### config.mk
export PLATFORM = sky130hd
export DESIGN_NAME = osc_program_measure_ctrl
export DESIGN_NICKNAME = d
export VERILOG_FILES = /design/src/rtl/osc_ctrl_pkg.sv /design/src/rtl/osc_program_measure_ctrl.sv /design/src/rtl/chan_post_div.sv /design/src/rtl/osc_serial_writer.sv
export SDC_FILE = /design/constraint.sdc
export NUM_CORES = 2
export LEC_CHECK = 0
export BUFFER_PORTS_ARGS = -buffer_cell sky130_fd_sc_hd__buf_2
export CAP_MARGIN = 20
export CORE_ASPECT_RATIO = 1.4
export CORE_MARGIN = 2
export CORE_UTILIZATION = 45
export DETAILED_ROUTE_END_ITERATION = 10
export PLACE_DENSITY_LB_ADDON = 0.25
export SLEW_MARGIN = 20
export SYNTH_ARGS = -nofsm -noshare
export SYNTH_HDL_FRONTEND = slang
export SYNTH_SLANG_ARGS = --single-unit
### constraint.sdc
create_clock -name i_clk_sys -period 6.13 [get_ports i_clk_sys]
set_clock_uncertainty 0.15 [all_clocks]
set_input_delay 0 -clock i_clk_sys [delete_from_list [all_inputs] [get_ports i_clk_sys]]
set_output_delay 0 -clock i_clk_sys [all_outputs]
set_load 0.01 [all_outputs]
### src/rtl/osc_ctrl_pkg.sv
// Shared constants, carrier structs and state codes for the oscillator control
package osc_ctrl_pkg;

   // ****************************************************************
   // Timing
   // ****************************************************************
   localparam int CLK_NS        = 50;
   localparam int SER_QTR_NS    = 2500;
   localparam int SER_QTR_CYC   = (SER_QTR_NS + CLK_NS - 1) / CLK_NS;
   localparam int MEAS_GATE_NS  = 100_000_000;
   localparam int MEAS_GATE_CYC = MEAS_GATE_NS / CLK_NS;

   // ****************************************************************
   // Register offsets (byte addresses)
   // ****************************************************************
   localparam logic [7:0] OFF_RAM_PTR   = 8'ha0;
   localparam logic [7:0] OFF_RAM_DATA  = 8'ha4;
   localparam logic [7:0] OFF_CMD_STAT  = 8'ha8;
   localparam logic [7:0] OFF_IRQ_STAT  = 8'hac;
   localparam logic [7:0] OFF_IRQ_MASK  = 8'hb0;

   // ****************************************************************
   // Field positions
   // ****************************************************************
   localparam int CMD_PROG      = 0;
   localparam int CMD_MEAS_LO   = 1;
   localparam int CMD_RB_SEL    = 6;
   localparam int CMD_PDIV_SET  = 7;
   localparam int CMD_PDIV_LO   = 8;
   localparam int CMD_SHADOW_W  = 24;
   localparam int PDIV_W        = 4;
   localparam int NUM_CHAN      = 4;
   localparam int ST_PROG_DONE  = 0;
   localparam int ST_PROG_ERR   = 1;
   localparam int ST_MEAS_DONE  = 2;
   localparam int ST_VAL_LO     = 8;
   localparam int IRQ_W         = 3;

   // ****************************************************************
   // Reset values and RAM layout
   // ****************************************************************
   localparam logic [7:0]  RAM_PTR_RST    = 8'h00;
   localparam logic [23:0] CMD_SHADOW_RST = 24'h00_0000;
   localparam logic [2:0]  IRQ_MASK_RST   = 3'h0;
   localparam int          RAM_DEPTH      = 256;
   localparam logic [7:0]  RAM_FIRST      = 8'h08;
   localparam logic [7:0]  RAM_LAST       = 8'h57;
   localparam logic [6:0]  SER_BYTES      = 7'h52;
   localparam logic [6:0]  SER_DEV_ADDR   = 7'h55;

   // ****************************************************************
   // Carriers and states
   // ****************************************************************
   typedef struct packed {
      logic        cyc;
      logic        stb;
      logic        we;
      logic [7:0]  adr;
      logic [3:0]  sel;
      logic [31:0] dat;
   } wb_req_t;

   typedef struct packed {
      logic [31:0] dat;
      logic        ack;
   } wb_rsp_t;

   typedef struct packed {
      logic scl_o;
      logic scl_oe;
      logic sda_o;
      logic sda_oe;
   } ser_pins_t;

   typedef enum logic [1:0] {
      SER_IDLE  = 2'b00,
      SER_START = 2'b01,
      SER_BITS  = 2'b11,
      SER_STOP  = 2'b10
   } ser_state_t;

endpackage : osc_ctrl_pkg

### src/rtl/osc_program_measure_ctrl.sv
// Clock RAM, generator programming, post-dividers and clock measurement
`timescale 1ns/1ns
//
// Contract
// - Software writes a RAM location to the pointer register and then moves data through the window register.
// - Each window access reads or writes the RAM byte the pointer selects.
// - Writing one to command bit 0 sends clock RAM bytes 0x08 to 0x57 to the generator.
// - Command bit 0 returns to zero by itself after being written as one.
// - Command bits 1 to 4 pick channel 1 to 4 as the clock to measure.
// - Command bit 6 makes status bits 31..8 show command bits 23..0, else the measured value.
// - With command bit 7 at zero a command write keeps all post-dividers and ignores bits 23..8.
// - With command bit 7 at one a command write loads the four 4-bit post-dividers from bits 23..8.
// - Status bit 0 is zero while programming runs and one once it has ended.
// - Status bit 1 is one when programming the generator failed.
// - Status bit 2 is zero while a measurement runs and one once it completes.
// - One offset takes command writes and gives status reads, neither touching the other.
// - A post-divider value n divides the generator clock by two to the power n.
module osc_program_measure_ctrl
   import osc_ctrl_pkg::*;
#(
   parameter int GATE_CYC = MEAS_GATE_CYC
)(
   input  wire logic                 i_clk_sys,
   input  wire logic                 i_srst,
   input  wire osc_ctrl_pkg::wb_req_t i_wb,
   output osc_ctrl_pkg::wb_rsp_t     o_wb,
   input  wire logic [3:0]           i_gen_clk,
   output logic      [3:0]           o_chan_clk,
   input  wire logic                 i_scl,
   input  wire logic                 i_sda,
   output osc_ctrl_pkg::ser_pins_t   o_pins,
   output logic                      o_irq
);

   logic [7:0]                 ram [RAM_DEPTH];
   logic [7:0]                 ram_ptr;
   logic [CMD_SHADOW_W-1:0]    cmd_shadow;
   logic [PDIV_W-1:0]          pdiv [NUM_CHAN];
   logic                       acc;
   logic                       wr;
   logic [31:0]                wmask;
   logic [31:0]                wdat;
   logic                       hit_ptr;
   logic                       hit_data;
   logic                       hit_cmd;
   logic                       hit_istat;
   logic                       hit_imask;
   logic [31:0]                rdat;
   logic                       cmd_wr;
   logic                       prog_start;
   logic                       prog_done;
   logic                       prog_err;
   logic                       ser_busy;
   logic                       ser_done;
   logic                       ser_err;
   logic [7:0]                 ser_adr;
   logic [1:0]                 meas_ch;
   logic                       meas_busy;
   logic                       meas_done;
   logic [23:0]                meas_val;
   logic [23:0]                meas_cnt;
   logic [31:0]                gate_cnt;
   logic [3:0]                 chan_d;
   logic                       meas_end;
   logic [IRQ_W-1:0]           irq_stat;
   logic [IRQ_W-1:0]           irq_mask;
   logic [IRQ_W-1:0]           irq_ev;
   logic [IRQ_W-1:0]           next_irq_stat;

   // ****************************************************************
   // Bus slave
   // ****************************************************************
   assign acc   = i_wb.cyc && i_wb.stb && !o_wb.ack;
   assign wr    = acc && i_wb.we;
   assign wmask = {{8{i_wb.sel[3]}}, {8{i_wb.sel[2]}},
                   {8{i_wb.sel[1]}}, {8{i_wb.sel[0]}}};
   // Unselected byte lanes are seen as zero
   assign wdat  = i_wb.dat & wmask;

   always_comb begin
      hit_ptr   = 1'b0;
      hit_data  = 1'b0;
      hit_cmd   = 1'b0;
      hit_istat = 1'b0;
      hit_imask = 1'b0;
      if (i_wb.adr == OFF_RAM_PTR) begin
         hit_ptr = 1'b1;
      end else if (i_wb.adr == OFF_RAM_DATA) begin
         hit_data = 1'b1;
      end else if (i_wb.adr == OFF_CMD_STAT) begin
         hit_cmd = 1'b1;
      end else if (i_wb.adr == OFF_IRQ_STAT) begin
         hit_istat = 1'b1;
      end else if (i_wb.adr == OFF_IRQ_MASK) begin
         hit_imask = 1'b1;
      end
   end

   always_comb begin
      rdat = 32'h0000_0000;
      if (hit_ptr) begin
         rdat = {24'h00_0000, ram_ptr};
      end else if (hit_data) begin
         rdat = {24'h00_0000, ram[ram_ptr]};
      end else if (hit_cmd) begin
         rdat[ST_PROG_DONE] = prog_done;
         rdat[ST_PROG_ERR]  = prog_err;
         rdat[ST_MEAS_DONE] = meas_done;
         rdat[31:ST_VAL_LO] = cmd_shadow[CMD_RB_SEL] ?
                              cmd_shadow : meas_val;
      end else if (hit_istat) begin
         rdat = {29'h000_0000, irq_stat};
      end else if (hit_imask) begin
         rdat = {29'h000_0000, irq_mask};
      end
   end

   // Answer one cycle after the request, drop it the cycle after
   always_ff @(posedge i_clk_sys) begin
      if (i_srst) begin
         o_wb <= '0;
      end else begin
         o_wb.ack <= acc;
         o_wb.dat <= (acc && !i_wb.we) ? rdat : 32'h0000_0000;
      end
   end

   // ****************************************************************
   // Clock RAM and pointer
   // ****************************************************************
   always_ff @(posedge i_clk_sys) begin
      if (i_srst) begin
         ram_ptr <= RAM_PTR_RST;
      end else if (wr && hit_ptr && i_wb.sel[0]) begin
         ram_ptr <= wdat[7:0];
      end
   end

   // Cleared at reset so reads never return unknowns
   always_ff @(posedge i_clk_sys) begin
      if (i_srst) begin
         for (int i = 0; i < RAM_DEPTH; i++) begin
            ram[i] <= 8'h00;
         end
      end else if (wr && hit_data && i_wb.sel[0]) begin
         ram[ram_ptr] <= wdat[7:0];
      end
   end

   // ****************************************************************
   // Command word
   // ****************************************************************
   assign cmd_wr = wr && hit_cmd;

   // Bit 0 is never stored, so it reads back as zero
   always_ff @(posedge i_clk_sys) begin
      if (i_srst) begin
         cmd_shadow <= CMD_SHADOW_RST;
      end else if (cmd_wr) begin
         cmd_shadow[7:1] <= wdat[7:1];
         if (wdat[CMD_PDIV_SET]) begin
            cmd_shadow[23:8] <= wdat[23:8];
         end
      end
   end

   always_ff @(posedge i_clk_sys) begin
      if (i_srst) begin
         for (int c = 0; c < NUM_CHAN; c++) begin
            pdiv[c] <= '0;
         end
      end else if (cmd_wr && wdat[CMD_PDIV_SET]) begin
         for (int c = 0; c < NUM_CHAN; c++) begin
            pdiv[c] <= wdat[CMD_PDIV_LO + c*PDIV_W +: PDIV_W];
         end
      end
   end

   for (genvar g = 0; g < NUM_CHAN; g++) begin : g_div
      chan_post_div #(
         .EXP_W (PDIV_W),
         .CNT_W (15)
      ) u_div (
         .i_clk_sys (i_clk_sys),
         .i_srst    (i_srst),
         .i_clk_in  (i_gen_clk[g]),
         .i_exp     (pdiv[g]),
         .o_clk_out (o_chan_clk[g])
      );
   end

   // ****************************************************************
   // Generator programming
   // ****************************************************************
   // A start while a transfer runs is dropped; the RAM is read live
   always_ff @(posedge i_clk_sys) begin
      if (i_srst) begin
         prog_start <= 1'b0;
      end else begin
         prog_start <= cmd_wr && wdat[CMD_PROG] && !ser_busy;
      end
   end

   always_ff @(posedge i_clk_sys) begin
      if (i_srst) begin
         prog_done <= 1'b1;
         prog_err  <= 1'b0;
      end else if (prog_start) begin
         prog_done <= 1'b0;
         prog_err  <= 1'b0;
      end else if (ser_done) begin
         prog_done <= 1'b1;
         prog_err  <= ser_err;
      end
   end

   osc_serial_writer u_ser (
      .i_clk_sys (i_clk_sys),
      .i_srst    (i_srst),
      .i_start   (prog_start),
      .i_ram_dat (ram[ser_adr]),
      .o_ram_adr (ser_adr),
      .i_scl     (i_scl),
      .i_sda     (i_sda),
      .o_pins    (o_pins),
      .o_busy    (ser_busy),
      .o_done    (ser_done),
      .o_err     (ser_err)
   );

   // ****************************************************************
   // Clock measurement
   // ****************************************************************
   // Edges counted over a 100 ms gate give the frequency over ten;
   // a sampled clock above half the system rate cannot be seen
   assign meas_end = meas_busy && (gate_cnt == 32'(GATE_CYC - 1));

   always_ff @(posedge i_clk_sys) begin
      if (i_srst) begin
         chan_d <= 4'h0;
      end else begin
         chan_d <= o_chan_clk;
      end
   end

   always_ff @(posedge i_clk_sys) begin
      if (i_srst) begin
         meas_ch   <= 2'd0;
         meas_busy <= 1'b0;
         meas_done <= 1'b0;
         meas_cnt  <= 24'h00_0000;
         gate_cnt  <= 32'h0000_0000;
         meas_val  <= 24'h00_0000;
      end else if (cmd_wr && (wdat[4:1] != 4'h0)) begin
         meas_busy <= 1'b1;
         meas_done <= 1'b0;
         meas_cnt  <= 24'h00_0000;
         gate_cnt  <= 32'h0000_0000;
         if (wdat[CMD_MEAS_LO]) begin
            meas_ch <= 2'd0;
         end else if (wdat[CMD_MEAS_LO + 1]) begin
            meas_ch <= 2'd1;
         end else if (wdat[CMD_MEAS_LO + 2]) begin
            meas_ch <= 2'd2;
         end else begin
            meas_ch <= 2'd3;
         end
      end else if (meas_busy) begin
         gate_cnt <= gate_cnt + 1'b1;
         if (o_chan_clk[meas_ch] && !chan_d[meas_ch]) begin
            meas_cnt <= meas_cnt + 1'b1;
         end
         if (meas_end) begin
            meas_busy <= 1'b0;
            meas_done <= 1'b1;
            meas_val  <= meas_cnt;
         end
      end
   end

   // ****************************************************************
   // Interrupts
   // ****************************************************************
   assign irq_ev = {meas_end, ser_done && ser_err, ser_done};

   // A new event wins over a clear in the same cycle
   always_comb begin
      next_irq_stat = irq_stat;
      if (wr && hit_istat) begin
         next_irq_stat = irq_stat & ~wdat[IRQ_W-1:0];
      end
      next_irq_stat = next_irq_stat | irq_ev;
   end

   always_ff @(posedge i_clk_sys) begin
      if (i_srst) begin
         irq_stat <= '0;
      end else begin
         irq_stat <= next_irq_stat;
      end
   end

   always_ff @(posedge i_clk_sys) begin
      if (i_srst) begin
         irq_mask <= IRQ_MASK_RST;
      end else if (wr && hit_imask && i_wb.sel[0]) begin
         irq_mask <= wdat[IRQ_W-1:0];
      end
   end

   always_ff @(posedge i_clk_sys) begin
      if (i_srst) begin
         o_irq <= 1'b0;
      end else begin
         o_irq <= |(next_irq_stat & irq_mask);
      end
   end

endmodule : osc_program_measure_ctrl

### src/rtl/chan_post_div.sv
// Power-of-two post-divider for one channel clock
`timescale 1ns/1ns
module chan_post_div
   import osc_ctrl_pkg::*;
#(
   parameter int EXP_W = 4,
   parameter int CNT_W = 15
)(
   input  wire logic             i_clk_sys,
   input  wire logic             i_srst,
   input  wire logic             i_clk_in,
   input  wire logic [EXP_W-1:0] i_exp,
   output logic                  o_clk_out
);

   logic             in_d;
   logic [CNT_W-1:0] edge_cnt;

   always_ff @(posedge i_clk_sys) begin
      if (i_srst) begin
         in_d <= 1'b0;
      end else begin
         in_d <= i_clk_in;
      end
   end

   always_ff @(posedge i_clk_sys) begin
      if (i_srst) begin
         edge_cnt <= '0;
      end else if (i_clk_in && !in_d) begin
         edge_cnt <= edge_cnt + 1'b1;
      end
   end

   // Bit n-1 of the edge count has a period of 2^n input periods
   always_ff @(posedge i_clk_sys) begin
      if (i_srst) begin
         o_clk_out <= 1'b0;
      end else if (i_exp == '0) begin
         o_clk_out <= i_clk_in;
      end else begin
         o_clk_out <= edge_cnt[i_exp - 1'b1];
      end
   end

endmodule : chan_post_div

### src/rtl/osc_serial_writer.sv
// Two-wire serial writer that copies the clock RAM into the generator
`timescale 1ns/1ns
module osc_serial_writer
   import osc_ctrl_pkg::*;
(
   input  wire logic              i_clk_sys,
   input  wire logic              i_srst,
   input  wire logic              i_start,
   input  wire logic [7:0]        i_ram_dat,
   output logic      [7:0]        o_ram_adr,
   input  wire logic              i_scl,
   input  wire logic              i_sda,
   output osc_ctrl_pkg::ser_pins_t o_pins,
   output logic                   o_busy,
   output logic                   o_done,
   output logic                   o_err
);

   ser_state_t  state;
   logic [7:0]  qtr_cnt;
   logic        tick;
   logic        hold;
   logic [1:0]  phase;
   logic [3:0]  bit_idx;
   logic [6:0]  byte_idx;
   logic [7:0]  cur_byte;
   logic        nack;

   // ****************************************************************
   // Quarter-bit enable
   // ****************************************************************
   always_ff @(posedge i_clk_sys) begin
      if (i_srst || state == SER_IDLE) begin
         qtr_cnt <= '0;
      end else if (qtr_cnt == 8'(SER_QTR_CYC - 1)) begin
         qtr_cnt <= '0;
      end else begin
         qtr_cnt <= qtr_cnt + 1'b1;
      end
   end
   assign tick = (state != SER_IDLE) && (qtr_cnt == 8'(SER_QTR_CYC - 1));
   // A slave stretching the clock holds the high phase
   assign hold = (phase == 2'd2) && !o_pins.scl_oe && !i_scl;

   assign o_ram_adr = RAM_FIRST + {1'b0, byte_idx} - 8'h02;
   always_comb begin
      if (byte_idx == 7'h00) begin
         cur_byte = {SER_DEV_ADDR, 1'b0};
      end else if (byte_idx == 7'h01) begin
         cur_byte = RAM_FIRST;
      end else begin
         cur_byte = i_ram_dat;
      end
   end

   // ****************************************************************
   // Sequencer
   // ****************************************************************
   always_ff @(posedge i_clk_sys) begin
      if (i_srst) begin
         state    <= SER_IDLE;
         phase    <= 2'd0;
         bit_idx  <= 4'd0;
         byte_idx <= 7'd0;
         nack     <= 1'b0;
         o_pins   <= '0;
         o_done   <= 1'b0;
         o_err    <= 1'b0;
      end else begin
         o_done <= 1'b0;
         o_err  <= 1'b0;
         if (state == SER_IDLE) begin
            phase <= 2'd0;
            if (i_start) begin
               state    <= SER_START;
               byte_idx <= 7'd0;
               bit_idx  <= 4'd0;
               nack     <= 1'b0;
            end
         end else if (tick && !hold) begin
            phase <= phase + 1'b1;
            case (state)
               SER_START: begin
                  if (phase == 2'd1) o_pins.sda_oe <= 1'b1;
                  if (phase == 2'd2) o_pins.scl_oe <= 1'b1;
                  if (phase == 2'd3) state <= SER_BITS;
               end
               SER_BITS: begin
                  case (phase)
                     2'd0: o_pins.sda_oe <= (bit_idx != 4'd8) &&
                                            !cur_byte[3'(4'd7 - bit_idx)];
                     2'd1: o_pins.scl_oe <= 1'b0;
                     2'd2: if (bit_idx == 4'd8) nack <= i_sda;
                     default: begin
                        o_pins.scl_oe <= 1'b1;
                        if (bit_idx != 4'd8) begin
                           bit_idx <= bit_idx + 1'b1;
                        end else if (nack ||
                                     byte_idx == SER_BYTES - 7'd1) begin
                           state <= SER_STOP;
                        end else begin
                           bit_idx  <= 4'd0;
                           byte_idx <= byte_idx + 1'b1;
                        end
                     end
                  endcase
               end
               SER_STOP: begin
                  if (phase == 2'd0) o_pins.sda_oe <= 1'b1;
                  if (phase == 2'd1) o_pins.scl_oe <= 1'b0;
                  if (phase == 2'd2) o_pins.sda_oe <= 1'b0;
                  if (phase == 2'd3) begin
                     state  <= SER_IDLE;
                     o_done <= 1'b1;
                     o_err  <= nack;
                  end
               end
               default: state <= SER_IDLE;
            endcase
         end
      end
   end

   assign o_busy = (state != SER_IDLE);

endmodule : osc_serial_writer

==> results by group <==
Outcome
  – Status: finished, final reports clean

Placed design
  – Post-Place Setup Slack: around 1.3 ns
  – Detail Placement HPWL: roughly 250,000 um
  – RePlAce Congestion: between 1 and 1.5
  – Port buffer count: 85
  – DP Area: between 100,000 and 150,000 sq um

Yosys
  – Warnings from Yosys: 0
  – Synth top area share: 54.65%
  – Sequential share of the synthesized area: between 50% and 60%
  – Post-synth ARST share: 0%
  – Most common flop cell mapped by yosys: edfxtp_1
  – Post-Syn Instances: between 8,000 and 9,000
  – Post-synth EDFFs: around 2,100
  – #FFs+latches synth: around 2,300
  – Mean post-synth cell area: approximately 14 sq um
  – Post-synthesis cell area: roughly 110,000 sq um
  – Synth cell types: just under 80
  – Synth area leaders: edfxtp_1 (55%), mux4_2 (20%), nor2_1 (7.6%)
  – Top cell type by total area after synthesis: edfxtp_1

Worst setup path
  – Kind of critical path: reg2reg
  – R2r startpoint: o_wb[0]$_SDFF_PP0_
  – Max Fanout on Critical Path: 12
  – CP Data Arrival Time: around 5.4 ns
  – FF-to-FF path depth: 10
  – Worst reg2reg setup slack: roughly 1.1 ns
  – Worst flop-to-flop path endpoint: ram[177][2]$_SDFFCE_PN0P_
  – Startpoint types: register
  – Crit end category: register
  – Worst endpoint required time: between 6 and 7 ns
  – CP startpoint: o_wb[0]$_SDFF_PP0_

Timing
  – Total negative slack: 0 ns
  – Worst slew pin tran: between 1 and 1.5 ns
  – Period utilization: 81.74%
  – Max-slew headroom: approximately 17%
  – Post-layout min period: between 5 and 6 ns
  – Unrepaired setup endpoints after global routing: false
  – Fin. max-slew vios: 0
  – # setup viols final: 0
  – Final setup margin: 1.119 ns
  – Final hold violations: 0
  – Fmax: roughly 200 MHz

Clock tree
  – Total CTS buffers: ~220
  – Clk_lat worst skew: around 0.9 ns
  – Clock transition at path regs: roughly 0.070 ns
  – Clk buf depth: 4
  – Root Buffer: clkbuf_16
  – Clock Sinks: between 2,000 and 2,500
  – Post-CTS Setup Inserts: 0
  – CTS tree: yes
  – H-tree depth: 4

Min path
  – WHS Endpoint: meas_ch[0]$_SDFFE_PP0P_
  – Hold Crit Class: in2reg
  – HP Start: i_wb[2]
  – WHS Path Cells: 6

Final layout
  – Fin nets: about 8,300
  – Fill cells: approximately 21,000
  – Post-route core utilization: 50.26%
  – Layout cells sized above 1: between 20 and 25%
  – Area Overhead vs Synth: 11.33%
  – Final Cell Area: about 130,000 sq um

GRT
  – Pin count of the biggest net entering global routing: roughly 150
  – GRT Total Usage: slightly below 30%
  – Initial antenna violation count: 26
  – Gr ovfl total: 0
  – First-pass GRT wire length: about 540,000 um
  – Vias in the first global route: approximately 75,000

Route
  – TritonRoute pass-1 iters: 8
  – Antenna-violating nets left: 0
  – Initial DRC count: between 9,000 and 10,000
  – DR vias: ~75,000
  – Drt wl/cell: around 32 um
  – DRC viols: 0
  – Routed Wire Length: 377,600 um
  – Vias per cell: about 6.4

Run
  – Max_cap viols: 0

Pwr
  – Leak: between 0.03 and 0.04 uW
  – Power density over cell area: 271.2 nW/um^2
  – Peak VDD IR: around 210 uV

Floorplanning
  – Top Ports: 97
  – Chip width: roughly 430 um
  – Core Rows: ~220
  – Die area: 256,100 sq um
  – Die height: 598.0 um
  – Core area: roughly 250,000 sq um
  – Initial Util: 45.15%
-- cell usage in the layout, fill, tap and decap left out, drive strengths merged, types with 31 or more instances in the layout --
master       netlist  final
xnor2             47     47
o21ai             45     45
a22oi             60     60
clkinv             0     88
xor2              70     70
and3              43     43
nand2b           268    268
inv               41     44
a21oi            102    102
clkbuf           439    269
mux4            1019   1019
and2              32     32
nand3             86     86
nand4             45     45
buf              212    285
nor3              47     47
nor2            2288   2288
mux2i            163    163
edfxtp          2064   2064
dlygate4sd3        0    116
ha                31     31
nand2            575    575
dfxtp            266    266
-- power breakdown --
part | switching, uW | total [uW] | internal [uW]
clock | 6280 | 14400 | 8150
combinational | 1030 | 1590 | 561
sequential | 354 | 18200 | 17900
-- final cells by class --
class / count / area (sq um) / share of cell area (%)
Timing Repair Buffer: 401 / 3660 / 2.899
Clock buffer: 269 / 6005 / 4.756
Inverter: 41 / 153.9 / 0.1219
Antenna cell: 13 / 32.53 / 0.02577
Tap cell: 3300 / 4129 / 3.270
Clock inverter: 133 / 1426 / 1.130
Sequential cell: 2330 / 67330 / 53.33
Multi-Input combinational cell: 5190 / 43530 / 34.47
-- what timing repair did --
| item | in CTS | in global routing |
|---|---|---|
| hold buffers | 116 | 0 |
| hold endpoints to repair | 901 | 0 |
| setup endpoints to repair | 0 | 0 |
| gates resized for setup | 0 | 0 |
-- synthesized netlist by cell type, types with 4 or more instances --
master / count
a2111oi_0: 9
a211o_1: 4
a211oi_1: 9
a21o_1: 17
a21oi_1: 102
a221oi_1: 12
a22o_1: 9
a22oi_1: 60
a311oi_1: 9
a31oi_1: 17
a32o_1: 4
a32oi_1: 13
and2_1: 29
and3_1: 43
and4_1: 5
buf_1: 43
buf_2: 121
buf_4: 39
buf_6: 9
clkbuf_1: 439
dfxtp_1: 266
edfxtp_1: 2064
ha_1: 31
inv_1: 41
mux2_2: 10
mux2i_1: 163
mux4_2: 1019
nand2_1: 575
nand2b_1: 268
nand3_1: 86
nand3b_1: 4
nand4_1: 45
nand4b_1: 4
nor2_1: 2286
nor2b_1: 27
nor3_1: 44
nor4_1: 15
nor4b_1: 6
o211ai_1: 10
o21ai_0: 44
o221ai_1: 7
o22ai_1: 8
or3_1: 28
xnor2_1: 45
xor2_1: 70
-- kinds of logic after synthesis --
group | synth area share (%)
AOI/OAI and AO/OA | 2.152
and+or+nand+nor | 12.86
DFF | 59.34
other | 0.003306
buffers and inverters | 2.612
adders and majority gates | 0.3420
muxes | 21.77
xor gates and xnor gates | 0.9168
-- how the worst max path moves through the flow --
stage	slack, ns	depth (start not counted)	end
global placement	1.26	12	u_ser.o_pins[0]$_SDFFE_PP0P_
floorplan	1.55	19	u_ser.o_pins[0]$_SDFFE_PP0P_
finish	1.12	10	ram[177][2]$_SDFFCE_PN0P_
global route	1.00	10	ram[177][1]$_SDFFCE_PN0P_
CTS	1.24	9	ram[25][5]$_SDFFCE_PN0P_
detailed placement	1.34	9	u_ser.o_pins[0]$_SDFFE_PP0P_
-- registers in the layout, summed over array words and instances (netlist names), 7 cells and up, named ones only --
name                  flops
cmd_shadow               23
g_div.u_div.edge_cnt     60
gate_cnt                 32
meas_cnt                 24
meas_val                 24
o_wb                     33
pdiv                     16
ram                    2048
ram_ptr                   8
u_ser.byte_idx            7
u_ser.qtr_cnt             8
-- worst max-delay path, stage by stage (launching register included) --
cell           delay, ns
dfxtp_1             0.31
nand3b_1            0.15
dlygate4sd3_1       0.59
nor2_1              0.34
nand2_1             0.20
nor2_1              0.27
nand4b_1            0.45
nor3_4              0.67
buf_4               0.56
nand2_1             0.39
nand2b_1            0.49
-- per-stage QoR --
step                      hold WS, ns  instances  power (uW)
final                         0.06232      11680       34250
after global routing          0.05329      11670       35000
after CTS                    0.001874      11660       34320
after detailed placement       0.1025      11140       20060
after global placement         0.1051      11140       20000
after floorplan              -0.06605       8212       19320
-- layer usage --
metal	wire length (um)	vias up	track usage, %
met4	34630	18	22.21
li1	-	30670	-
met3	36250	1148	6.132
met2	180600	4704	47.54
met1	126100	38540	34.23
met5	120	-	0.05589
No activity file was read; power rests on OpenSTA's default activity.
